File: config.mk
export PLATFORM = sky130hd
export DESIGN_NAME = rtx_engine
export DESIGN_NICKNAME = d
export VERILOG_FILES = /design/src/common/rtx_pkg.sv /design/src/design/rtx_engine.sv
export VERILOG_INCLUDE_DIRS = /design/src /design/src/common
export SDC_FILE = /design/constraint.sdc
export NUM_CORES = 1
export LEC_CHECK = 0
export ABC_CLOCK_PERIOD_IN_PS = 13700
export BUFFER_PORTS_ARGS = -buffer_cell sky130_fd_sc_hd__buf_2
export CORE_MARGIN = 3
export CORE_UTILIZATION = 60
export DETAILED_ROUTE_END_ITERATION = 6
export PLACE_DENSITY = 0.79
export SLEW_MARGIN = 40
export SYNTH_ARGS = -nofsm -noshare
export SYNTH_HDL_FRONTEND = slang
export SYNTH_SLANG_ARGS = --single-unit
File: constraint.sdc
create_clock -name pclk -period 13.7 [get_ports pclk]
set_input_delay 0.685 -clock pclk [delete_from_list [all_inputs] [get_ports pclk]]
set_output_delay 0.685 -clock pclk [all_outputs]
set_load 0.02 [all_outputs]
File: src/common/rtx_defines.svh
/*
 register offsets, field positions, reset values and time figures
 for the packet transaction engine; included by bare name
*/
`ifndef RTX_DEFINES_SVH
`define RTX_DEFINES_SVH
`define RTX_CLK_MHZ       100
`define RTX_ARD_STEP_US   250
`define RTX_AW_US         250
`define RTX_AW_LOW_US     500
`define RTX_REPLY_SLOTS   3
`define RTX_A_CTRL        8'h00
`define RTX_A_STATUS      8'h04
`define RTX_A_RETRY       8'h08
`define RTX_A_CHAN        8'h0c
`define RTX_A_OBSERVE     8'h10
`define RTX_A_TXDATA      8'h14
`define RTX_A_REPLY       8'h18
`define RTX_A_CMD         8'h1c
`define RTX_B_PRIM_RX     0
`define RTX_B_AUTO_ACK    1
`define RTX_B_REPLY_EN    2
`define RTX_B_VAR_LEN     3
`define RTX_B_LOW_RATE    4
`define RTX_B_NO_ACK      5
`define RTX_B_PIPE_LO     8
`define RTX_B_RX_READY    0
`define RTX_B_TX_SENT     1
`define RTX_B_RETRY_LIM   2
`define RTX_B_FLUSH       0
`define RTX_B_REUSE       1
`define RTX_RST_RETRY     8'h03
`define RTX_RST_CHAN      7'h02
`endif

File: src/common/rtx_pkg.sv
/*
 types of the packet transaction engine; no assumptions
*/
package rtx_pkg;
  typedef enum logic [2:0] {
    RTX_STBY1, RTX_STBY2, RTX_TX, RTX_WAIT_ACK,
    RTX_RETRY_WAIT, RTX_RX_SEARCH, RTX_ACK_TX
  } rtx_state_t;
endpackage

File: src/design/rtx_engine.sv
/*
 auto acknowledge / auto retransmit engine with apb registers.
 assumes packet assembly, crc check and address decode sit outside
 and talk over the air_* ports, each pulse lasting one pclk cycle.
*/
// The APB slave port and the placing of the registers were chosen for this implementation.
`timescale 1ns/100ps
`default_nettype none
`include "rtx_defines.svh"

module rtx_engine
  import rtx_pkg::*;
#(
  parameter int ARD_STEP_CYC = `RTX_ARD_STEP_US * `RTX_CLK_MHZ,
  parameter int AW_CYC       = `RTX_AW_US * `RTX_CLK_MHZ,
  parameter int AW_LOW_CYC   = `RTX_AW_LOW_US * `RTX_CLK_MHZ
) (
  // clock and reset
  input  wire logic        pclk,
  input  wire logic        presetn,
  // apb slave
  input  wire logic        psel,
  input  wire logic        penable,
  input  wire logic        pwrite,
  input  wire logic [7:0]  paddr,
  input  wire logic [31:0] pwdata,
  output logic [31:0]      prdata,
  output logic             pready,
  output logic             pslverr,
  // chip enable pin
  input  wire logic        chip_enable,
  // packet transmit side
  output logic             air_tx_start,
  output logic [31:0]      air_tx_data,
  output logic [1:0]       air_tx_pid,
  output logic             air_tx_no_ack,
  output logic             air_tx_is_ack,
  output logic             air_tx_has_pay,
  input  wire logic        air_tx_done,
  // packet receive side
  input  wire logic        air_addr_match,
  input  wire logic        air_rx_valid,
  input  wire logic        air_rx_crc_ok,
  input  wire logic [2:0]  air_rx_pipe,
  input  wire logic [1:0]  air_rx_pid,
  input  wire logic [15:0] air_rx_crc,
  input  wire logic        air_rx_no_ack,
  input  wire logic        air_rx_has_pay,
  input  wire logic [31:0] air_rx_data,
  // receive fifo write
  output logic             rx_fifo_valid,
  output logic [31:0]      rx_fifo_data,
  output logic [2:0]       rx_fifo_pipe
);
  localparam int NS = `RTX_REPLY_SLOTS;

  logic [10:0]       ctrl;
  logic [2:0]        status;
  logic [7:0]        retry_setup_reg;
  logic [6:0]        channel_select_reg;
  logic [3:0]        lost_packet_counter;
  logic [3:0]        transaction_retry_counter;
  logic [31:0]       tx_payload;
  logic              tx_full;
  logic              reuse;
  logic [1:0]        tx_pid;
  logic [31:0]       slot_data [NS];
  logic [2:0]        slot_pipe [NS];
  logic [1:0]        slot_cnt;
  rtx_state_t        state;
  logic              ce_q;
  logic [19:0]       ard_cnt;
  logic [19:0]       aw_cnt;
  logic              addr_seen;
  logic              have_last;
  logic [1:0]        last_pid;
  logic [15:0]       last_crc;
  logic              pay_acked;
  logic [2:0]        ev;
  logic              wr;
  logic              rd;

  wire logic prim_rx  = ctrl[`RTX_B_PRIM_RX];
  wire logic auto_ack = ctrl[`RTX_B_AUTO_ACK];
  wire logic [2:0] reply_pipe = ctrl[`RTX_B_PIPE_LO +: 3];
  wire logic ce_rise = chip_enable & ~ce_q;
  wire logic lim_hit = transaction_retry_counter == retry_setup_reg[3:0];
  wire logic [19:0] ard_cyc =
    20'((32'(retry_setup_reg[7:4]) + 32'd1) * ARD_STEP_CYC);
  wire logic [19:0] aw_lim =
    ctrl[`RTX_B_LOW_RATE] ? 20'(AW_LOW_CYC) : 20'(AW_CYC);
  wire logic ard_done = ard_cnt >= ard_cyc;
  // reuse mode needs a fresh chip enable pulse for every send
  wire logic go_tx = tx_full & (reuse ? ce_rise : chip_enable);
  wire logic rx_ok = air_rx_valid & air_rx_crc_ok;
  wire logic dup = auto_ack & have_last & (air_rx_pid == last_pid)
                   & (air_rx_crc == last_crc);
  wire logic need_ack = auto_ack & ~air_rx_no_ack;
  wire logic lost = (air_rx_valid & ~air_rx_crc_ok) | ard_done
                    | (~addr_seen & aw_cnt >= aw_lim);
  // payload is released at the edge that raises the sent event, so
  // standby never sees a stale full flag and sends the packet twice
  wire logic tx_acked = (state == RTX_WAIT_ACK & rx_ok)
                        | (state == RTX_TX & air_tx_done
                           & ~(auto_ack & ~air_tx_no_ack));

  // oldest waiting reply for a pipe, NS when none
  function automatic logic [1:0] rtx_pick(input logic [2:0] p,
                                          input logic [1:0] n);
    logic [1:0] k;
    k = 2'(NS);
    for (int i = NS - 1; i >= 0; i--) begin
      if (2'(i) < n && slot_pipe[i] == p) begin
        k = 2'(i);
      end
    end
    return k;
  endfunction

  function automatic logic [3:0] rtx_sat_inc(input logic [3:0] v);
    return (v == 4'hf) ? v : v + 4'h1;
  endfunction

  wire logic [1:0] pick = rtx_pick(air_rx_pipe, slot_cnt);
  wire logic take = (state == RTX_RX_SEARCH) & rx_ok & need_ack
                    & (pick != 2'(NS));

  // apb: one wait cycle, then the access completes
  assign wr = psel & penable & pready & pwrite;
  assign rd = psel & penable & ~pready;

  always_ff @(posedge pclk or negedge presetn) begin
    if (!presetn) begin
      pready  <= 1'b0;
      prdata  <= 32'h0;
      pslverr <= 1'b0;
    end else begin
      pready  <= psel & penable & ~pready;
      // error stands with the pready of any access to a bad address; writes fail too
      pslverr <= rd && (paddr > `RTX_A_CMD || paddr[1:0] != 2'h0);
      if (rd) begin
        case (paddr)
          `RTX_A_CTRL:    prdata <= {21'h0, ctrl};
          `RTX_A_STATUS:  prdata <= {21'h0, state, 1'b0, slot_cnt,
                                     tx_full, 1'b0, status};
          `RTX_A_RETRY:   prdata <= {24'h0, retry_setup_reg};
          `RTX_A_CHAN:    prdata <= {25'h0, channel_select_reg};
          `RTX_A_OBSERVE: prdata <= {24'h0, lost_packet_counter,
                                     transaction_retry_counter};
          default:        prdata <= 32'h0;
        endcase
      end
    end
  end

  always_ff @(posedge pclk or negedge presetn) begin
    if (!presetn) begin
      ctrl               <= 11'h0;
      retry_setup_reg    <= `RTX_RST_RETRY;
      channel_select_reg <= `RTX_RST_CHAN;
    end else if (wr) begin
      if (paddr == `RTX_A_CTRL) ctrl <= pwdata[10:0];
      if (paddr == `RTX_A_RETRY) retry_setup_reg <= pwdata[7:0];
      if (paddr == `RTX_A_CHAN) channel_select_reg <= pwdata[6:0];
    end
  end

  // sticky events, write one to clear; a new event beats the clear
  always_ff @(posedge pclk or negedge presetn) begin
    if (!presetn) begin
      status <= 3'h0;
    end else begin
      status <= (status & ~((wr && paddr == `RTX_A_STATUS) ?
                 pwdata[2:0] : 3'h0)) | ev;
    end
  end

  // sender payload: pid steps for every new payload, not for reuse
  always_ff @(posedge pclk or negedge presetn) begin
    if (!presetn) begin
      tx_payload <= 32'h0;
      tx_full    <= 1'b0;
      reuse      <= 1'b0;
      tx_pid     <= 2'h0;
    end else begin
      if (wr && paddr == `RTX_A_TXDATA && !tx_full) begin
        tx_payload <= pwdata;
        tx_full    <= 1'b1;
        reuse      <= 1'b0;
        tx_pid     <= tx_pid + 2'h1;
      end else if (wr && paddr == `RTX_A_CMD && pwdata[`RTX_B_FLUSH]) begin
        tx_full <= 1'b0;
        reuse   <= 1'b0;
      end else if (wr && paddr == `RTX_A_CMD && pwdata[`RTX_B_REUSE]) begin
        reuse <= 1'b1;
      end else if (!prim_rx && !reuse && tx_acked) begin
        tx_full <= 1'b0;
      end
    end
  end

  // reply slots kept packed oldest first, so first match is fifo order
  always_ff @(posedge pclk or negedge presetn) begin
    if (!presetn) begin
      slot_cnt <= 2'h0;
    end else if (wr && paddr == `RTX_A_CMD && pwdata[`RTX_B_FLUSH]) begin
      slot_cnt <= 2'h0;
    end else if (take) begin
      slot_cnt <= slot_cnt - 2'h1;
    end else if (wr && paddr == `RTX_A_REPLY && slot_cnt != 2'(NS)
                 && ctrl[`RTX_B_REPLY_EN] && ctrl[`RTX_B_VAR_LEN]) begin
      slot_cnt <= slot_cnt + 2'h1;
    end
  end

  always_ff @(posedge pclk) begin
    if (take) begin
      for (int i = 0; i < NS - 1; i++) begin
        if (2'(i) >= pick) begin
          slot_data[i] <= slot_data[i+1];
          slot_pipe[i] <= slot_pipe[i+1];
        end
      end
    end else if (wr && paddr == `RTX_A_REPLY && slot_cnt != 2'(NS)) begin
      slot_data[slot_cnt] <= pwdata;
      slot_pipe[slot_cnt] <= reply_pipe;
    end
  end

  // loss counters
  always_ff @(posedge pclk or negedge presetn) begin
    if (!presetn) begin
      lost_packet_counter       <= 4'h0;
      transaction_retry_counter <= 4'h0;
    end else begin
      if (wr && paddr == `RTX_A_CHAN) begin
        lost_packet_counter <= 4'h0;
      end else if (state == RTX_WAIT_ACK && lost) begin
        lost_packet_counter <= rtx_sat_inc(lost_packet_counter);
      end
      if ((state == RTX_STBY1 || state == RTX_STBY2)
          && !prim_rx && go_tx) begin
        transaction_retry_counter <= 4'h0;
      end else if (state == RTX_WAIT_ACK && lost && !lim_hit) begin
        transaction_retry_counter <= transaction_retry_counter + 4'h1;
      end
    end
  end

  // retry delay from end of packet; ack window until address match
  always_ff @(posedge pclk or negedge presetn) begin
    if (!presetn) begin
      ard_cnt   <= 20'h0;
      aw_cnt    <= 20'h0;
      addr_seen <= 1'b0;
      ce_q      <= 1'b0;
    end else begin
      ce_q <= chip_enable;
      if (state == RTX_TX) begin
        ard_cnt   <= 20'h0;
        aw_cnt    <= 20'h0;
        addr_seen <= 1'b0;
      end else begin
        ard_cnt <= ard_done ? ard_cnt : ard_cnt + 20'h1;
        aw_cnt  <= aw_cnt + 20'h1;
        if (air_addr_match) addr_seen <= 1'b1;
      end
    end
  end

  // main state machine and its one-cycle outputs
  always_ff @(posedge pclk or negedge presetn) begin
    if (!presetn) begin
      state          <= RTX_STBY1;
      ev             <= 3'h0;
      air_tx_start   <= 1'b0;
      air_tx_data    <= 32'h0;
      air_tx_pid     <= 2'h0;
      air_tx_no_ack  <= 1'b0;
      air_tx_is_ack  <= 1'b0;
      air_tx_has_pay <= 1'b0;
      rx_fifo_valid  <= 1'b0;
      rx_fifo_data   <= 32'h0;
      rx_fifo_pipe   <= 3'h0;
      have_last      <= 1'b0;
      last_pid       <= 2'h0;
      last_crc       <= 16'h0;
      pay_acked      <= 1'b0;
    end else begin
      ev            <= 3'h0;
      air_tx_start  <= 1'b0;
      rx_fifo_valid <= 1'b0;
      case (state)
        RTX_STBY1, RTX_STBY2: begin
          if (prim_rx) begin
            if (chip_enable) state <= RTX_RX_SEARCH;
          end else if (go_tx) begin
            state          <= RTX_TX;
            air_tx_start   <= 1'b1;
            air_tx_data    <= tx_payload;
            air_tx_pid     <= tx_pid;
            air_tx_no_ack  <= ctrl[`RTX_B_NO_ACK];
            air_tx_is_ack  <= 1'b0;
            air_tx_has_pay <= 1'b1;
          end else if (chip_enable) begin
            state <= RTX_STBY2;
          end else begin
            state <= RTX_STBY1;
          end
        end
        RTX_TX: begin
          if (air_tx_done) begin
            if (auto_ack && !air_tx_no_ack) begin
              state <= RTX_WAIT_ACK;
            end else begin
              state <= RTX_STBY1;
              ev[`RTX_B_TX_SENT] <= 1'b1;
            end
          end
        end
        RTX_WAIT_ACK: begin
          if (rx_ok) begin
            state <= RTX_STBY1;
            ev[`RTX_B_TX_SENT] <= 1'b1;
            if (air_rx_has_pay) begin
              ev[`RTX_B_RX_READY] <= 1'b1;
              rx_fifo_valid <= 1'b1;
              rx_fifo_data  <= air_rx_data;
              rx_fifo_pipe  <= air_rx_pipe;
            end
          end else if (lost) begin
            if (lim_hit) begin
              state <= RTX_STBY1;
              ev[`RTX_B_RETRY_LIM] <= 1'b1;
            end else begin
              state <= RTX_RETRY_WAIT;
            end
          end
        end
        RTX_RETRY_WAIT: begin
          if (ard_done) begin
            state        <= RTX_TX;
            air_tx_start <= 1'b1;
          end
        end
        RTX_RX_SEARCH: begin
          if (!chip_enable) begin
            state <= RTX_STBY1;
          end else if (rx_ok) begin
            if (!dup) begin
              have_last     <= 1'b1;
              last_pid      <= air_rx_pid;
              last_crc      <= air_rx_crc;
              rx_fifo_valid <= 1'b1;
              rx_fifo_data  <= air_rx_data;
              rx_fifo_pipe  <= air_rx_pipe;
              ev[`RTX_B_RX_READY] <= 1'b1;
              ev[`RTX_B_TX_SENT]  <= pay_acked;
              pay_acked     <= 1'b0;
            end
            if (need_ack) begin
              state          <= RTX_ACK_TX;
              air_tx_start   <= 1'b1;
              air_tx_is_ack  <= 1'b1;
              air_tx_no_ack  <= 1'b0;
              air_tx_pid     <= air_rx_pid;
              air_tx_has_pay <= take;
              air_tx_data    <= take ? slot_data[pick] : 32'h0;
              if (take) pay_acked <= 1'b1;
            end
          end
        end
        RTX_ACK_TX: begin
          if (air_tx_done) state <= RTX_RX_SEARCH;
        end
        default: state <= RTX_STBY1;
      endcase
    end
  end
endmodule
`default_nettype wire

# ---- Word-level counts from Yosys, hierarchy flattened
# Memories as Yosys holds them, arrays and structs flattened.
# Cells that the tools add are included.
dict set report totals {
  latch_bits 0
  elab_cells 307
  mem_bits_rw 105
  memories 2
  reg_bits 251
  output_inout_bits 108
  romBits 0
  inputBits 105
}
# memory words word_bits read_ports rd_clocked_by_memory_dff wr line_no
set memory_table {}
lappend memory_table {slot_data 3 32 3 0 2 rtx_engine.sv:67} ;# logic [31:0] slot_data [NS];
lappend memory_table {slot_pipe 3 3 3 0 2 rtx_engine.sv:68} ;# logic [2:0] slot_pipe [NS];
dict set report op_classes {
  bitwise_logic 34
  order_cmp 8
  n_eq_ne 40
  n_div 0
  mux 128
  n_shift 0
  reduce_logical 53
  add_sub_neg 8
  mul 1
}
# op count
set op_table {}
lappend op_table {{$mux W32} 12}
lappend op_table {{$pmux W32 S2} 2}
lappend op_table {{$mux W20} 3}
lappend op_table {{$mux W1} 58}
lappend op_table {{$pmux W11 S5} 1}
lappend op_table {{$mux W3} 18}
lappend op_table {{$add A20 B1 Y20 const B} 2}
lappend op_table {{$mux W2} 18}
lappend op_table {{$eq A8 B5 Y1 const B} 4}
lappend op_table {{$reduce_or A32 Y1} 1}
lappend op_table {{$ne A2 B2 Y1 const B} 14}
lappend op_table {{$logic_and A1 B1 Y1} 22}
lappend op_table {{$and A1 B1 Y1} 20}
lappend op_table {{$ge A20 B16 Y1} 1}
lappend op_table {{$ge A20 B20 Y1} 1}
lappend op_table {{$mux W4} 5}
lappend op_table {{$pmux W3 S6} 1}
lappend op_table {{$mul A5 B12 Y17 const B} 1}
lappend op_table {{$eq A16 B16 Y1} 1}
lappend op_table {{$eq A8 B4 Y1 const B} 2}
lappend op_table {{$mux W16} 1}
lappend op_table {{$ne A3 B3 Y1 const B} 5}
lappend op_table {{$reduce_and A6 Y1} 2}
lappend op_table {{$reduce_bool A2 Y1} 6}
lappend op_table {{37 further kinds} 71}

# ---- Logic depth before layout (Yosys ltp)
# An unclocked memory read counts as a cell.
dict set report logic_depth {
  word_depth 13
  ltp_mapped 21
  depth_no_buf 20
}

# ---- Least setup slack after synthesis
# Ideal clock, no wire load.
dict set report synth_path {
  path_kind {register to register}
  from {reg retry_setup_reg[4]}
  to {reg state[1]}
  required_time_ps 13575
  setup_slack_ps 8166
  n_path_buf 0
  setup_time_ps 125
  path_stages_with_launch 21
  t_arrival_ps 5410
  period_less_slack_ps 5534
  cell_sequence {dfrtp_1 ha_1 xor2_1 ha_1 xnor2_1 ha_1 ha_1 ha_1 and3b_1 o21a_1 o2111ai_1 nand3b_1 a21oi_1 xor2_1 ha_1 and2_1 a221o_1 a221oi_1 o211ai_1 o21ai_0 mux2_2}
}
dict set report synth_via {
  elab_chain_cells 7
  elab_cells_between_ends 8
  cone_classes {1 x add/sub; 1 x mul; 1 x order compare; 2 x eq/ne; 2 x bitwise; 1 x reduce/logical}
}
# item line_no
set synth_lines {}
lappend synth_lines {{start: declaration} rtx_engine.sv:59} ;# logic [7:0] retry_setup_reg;
lappend synth_lines {{start signal: assignment} rtx_engine.sv:159} ;# retry_setup_reg <= `RTX_RST_RETRY;
lappend synth_lines {{start signal: assignment} rtx_engine.sv:163} ;# if (paddr == `RTX_A_RETRY) retry_setup_reg <= pwdata[7:0];
lappend synth_lines {{$add A4 B1 Y5 (*)} rtx_engine.sv:89} ;# 20'((32'(retry_setup_reg[7:4]) + 32'd1) * ARD_STEP_CYC);
lappend synth_lines {{$mul A5 B12 Y17 (*)} rtx_engine.sv:89}
lappend synth_lines {{$ge A20 B20 Y1 (*)} rtx_engine.sv:92} ;# wire logic ard_done = ard_cnt >= ard_cyc;
lappend synth_lines {{$or A1 B1 Y1} rtx_engine.sv:99} ;# wire logic lost = (air_rx_valid & ~air_rx_crc_ok) | ard_done
lappend synth_lines {{$or A1 B1 Y1} rtx_engine.sv:100} ;# | (~addr_seen & aw_cnt >= aw_lim);
lappend synth_lines {{$ne A3 B3 Y1 (no line)} -}
lappend synth_lines {{$reduce_and A7 Y1 (no line) (*)} -}
lappend synth_lines {{end signal: assignment} rtx_engine.sv:274} ;# state <= RTX_STBY1;
lappend synth_lines {{end signal: assignment} rtx_engine.sv:296} ;# if (chip_enable) state <= RTX_RX_SEARCH;
lappend synth_lines {{end signal: assignment} rtx_engine.sv:298} ;# state <= RTX_TX;
lappend synth_lines {{end: declaration} rtx_engine.sv:70} ;# rtx_state_t state;
# Mark *: on every way between the ends. The rest lies on a longest branch, timed or not.
# A chain may end at the register's enable or synchronous reset.

# ---- Worst setup path after layout
# Ends and elaborated chain as after synthesis.

==> results.cfg <==
[cells_and_area]
drive_gt1_share_pct = 24.5
final_core_util_pct = 70.4
largest_reg_flops = 128
final_cells = 2239
fin_area_um2 = 21000
syn2layout_area_growth_pct = 14.7
layout.nets = 1991
layout_common_cells = nand2_1 (231), dfrtp_1 (226), buf_2 (190)
final_common_cell = nand2_1
top_register = slot_data
fillers = 2160

[placed_design]
place_congestion = 0.849
hpwl_mm = 28.1
numPortBuffers = 191
place_ws_ns = 7.30
dp_cells = 2164
postPlaceCellArea_um2 = 19700

[worst_setup_path]
critical_path.most_common_cell = ha_1
required_ns = 14.11
cp_num_buf_inv = 1
cp_slowest_cell = dfrtp_1
cp_data_arrival_time_ns = 6.72
reg2regPathDepth = 21
crit_chain = ha_1, xor2_1, ha_1, xnor2_1, ha_1, ha_1, ha_1, and3b_1, o21a_1, o2111ai_1, nand3b_1, a21oi_1, xor2_1, ha_1, and2_1, a221o_1, a221oi_1, clkbuf_2, o211ai_1, o21ai_0, mux2_2
reg2reg_to = state[1]$_DFFE_PN0P_
worst_setup_path_start_kind = flip-flop
critPathCaptureType = flip-flop
critPathTopFamily = compound AO/OA/AOI/OAI gates
r2r_setup_slack_ns = 7.40
cp_slowest_stage_delay_ns = 0.50
r2r_start = retry_setup_reg[4]$_DFFE_PN0P_
crit_type = reg -> reg
crit_fanout = 7

[sta]
fin_ws_ns = 7.40
whs_ns = 0.159
finalSetupViolCount = 0
fin_crit_sh_pct = 46.0
finalCriticalPeriod_ns = 6.30
skew_ns = 0.0225
drv_slew = 0
slew_headroom_pct = 45.7
hold_viol = 0
fmax_mhz = 159
tns_ns = 0
rsz0062_at_grt = no
worst_slew_pin_slew_ns = 0.815

[outcome]
status = finished clean

[synth]
ys_ff_latch = 366
syn_inst = 1615
synth_area_per_cell_um2 = 11.3
synth_edf_count = 137
synth_warnings = 0
yosysSeqAreaShare_pct = 53.7
synth_area_um2 = 18300
synthFlopType = dfrtp_1
async_flop_share_pct = 62.6
yosys.cell_types.count = 68

[routing]
drc = 0
post_drt_wl_per_cell_um = 19.3
totalWireLength_mm = 43.1
dr.first_iter.drc_count = 894
drtAntennaViolNets = 0
vias_per_cell = 5.90
drt-pass1-iter-count = 7
vias = 13200

[grt]
grt_pass1_vias = 13700
met3_usage_pct = 5.52
grtUsageMet1_pct = 35.6
antenna_found_initial = 7
overflow = 0
top_usage_layer = met2
gr-usage-all-layers_pct = 26.3
grt_use_met2_pct = 44.1
grt_max_degree = 95
grt_pass1_wl_mm = 71.0

[floorplan]
initial_core_util_pct = 61.4
dieHeight_um = 181
die-area_um2 = 32700
fp-row-count = 63
die_x_um = 181
coreArea_um2 = 29900
io_pins = 213

[clocking]
clk_pin_slew_ns = 0.06
cts_resized = 0
cts_tree = yes
clock_path_buffers = 3
cts_setup_buffers = 0
cts_sinks = 366
clock_latency_ns = 0.53
cts-hold-fix-buffers = 0
cts-root-buf = clkbuf_16
htreeDepth = 2
cts_buffers = 39

[power]
cellLeakagePower_nw = 9.61
ir_drop_mv = 0.152
power_mw = 2.83
p_per_area_nw_per_um2 = 134

[min_path]
min_path_type = in -> async

[run]
drv_cap = 0
==> synth_stat cells, types with 11 or more instances <==
master | count | area share, %
edfxtp_1 | 137 | 22
nor3_1 | 18 | 0.49
dfrtp_1 | 226 | 31
mux2_2 | 90 | 5.5
o311ai_0 | 35 | 1.7
a21o_1 | 11 | 0.45
ha_1 | 68 | 4.6
inv_1 | 38 | 0.78
xnor2_1 | 28 | 1.3
mux2i_1 | 16 | 0.87
nand3_1 | 21 | 0.57
nor2_1 | 113 | 2.3
clkbuf_1 | 65 | 1.3
nor2b_1 | 11 | 0.38
xor2_1 | 42 | 2.0
buf_4 | 21 | 0.86
nand2_1 | 232 | 4.8
a21oi_1 | 104 | 2.8
o21ai_0 | 98 | 2.7
nand4_1 | 13 | 0.44
or3_1 | 16 | 0.55
mux2_4 | 60 | 4.9
==> worst max-delay path by stage <==
stage,start,end,slack (ns),depth (start not counted)
floorplan,retry_setup_reg[4]$_DFFE_PN0P_,state[1]$_DFFE_PN0P_,8.17,20
CTS,retry_setup_reg[4]$_DFFE_PN0P_,state[1]$_DFFE_PN0P_,7.25,20
finish,retry_setup_reg[4]$_DFFE_PN0P_,state[1]$_DFFE_PN0P_,7.40,21
global placement,retry_setup_reg[4]$_DFFE_PN0P_,ard_cnt[15]$_DFFE_PN0P_,7.50,20
global route,retry_setup_reg[4]$_DFFE_PN0P_,state[1]$_DFFE_PN0P_,7.02,21
detailed placement,retry_setup_reg[4]$_DFFE_PN0P_,state[1]$_DFFE_PN0P_,7.30,20
==> where the power goes <==
part	internal, mW	switching [mW]	total, mW
combinational	0.179	0.268	0.447
sequential	1.24	0.0844	1.33
clock	0.625	0.428	1.05
==> area by class of cell <==
class	instances	area [um2]	area share, %
multi-input combinational	1162	8110	38.6
antenna	1	2.50	0.0119
clock buffer	63	1210	5.74
sequential	366	9850	46.8
clock inverter	9	91.3	0.434
inverter	38	143	0.679
timing repair buffer	210	1130	5.39
tap	390	488	2.32
==> metal layers <==
layer / wire length (um) / up-vias / part of all wire [%]
met5: 82 / - / 0.19
met4: 962 / 12 / 2.2
met1: 18000 / 6509 / 42
li1: - / 6130 / -
met3: 3100 / 93 / 7.2
met2: 20900 / 475 / 49
==> logic make-up (layout without fill, tap and decap cells) <==
group	count (synthesis)	count (layout)	synth area share (%)
AND/OR/NAND/NOR	496	496	12.4
other	1	54	0.0205
flip-flops	366	366	53.7
XOR/XNOR	70	70	3.34
AO/OA/AOI/OAI	302	302	10.1
buffers and inverters	139	320	3.61
adder cells (fa/ha/maj)	69	69	4.75
multiplexers	172	172	12.1
Power figures use the tool's default switching activity.
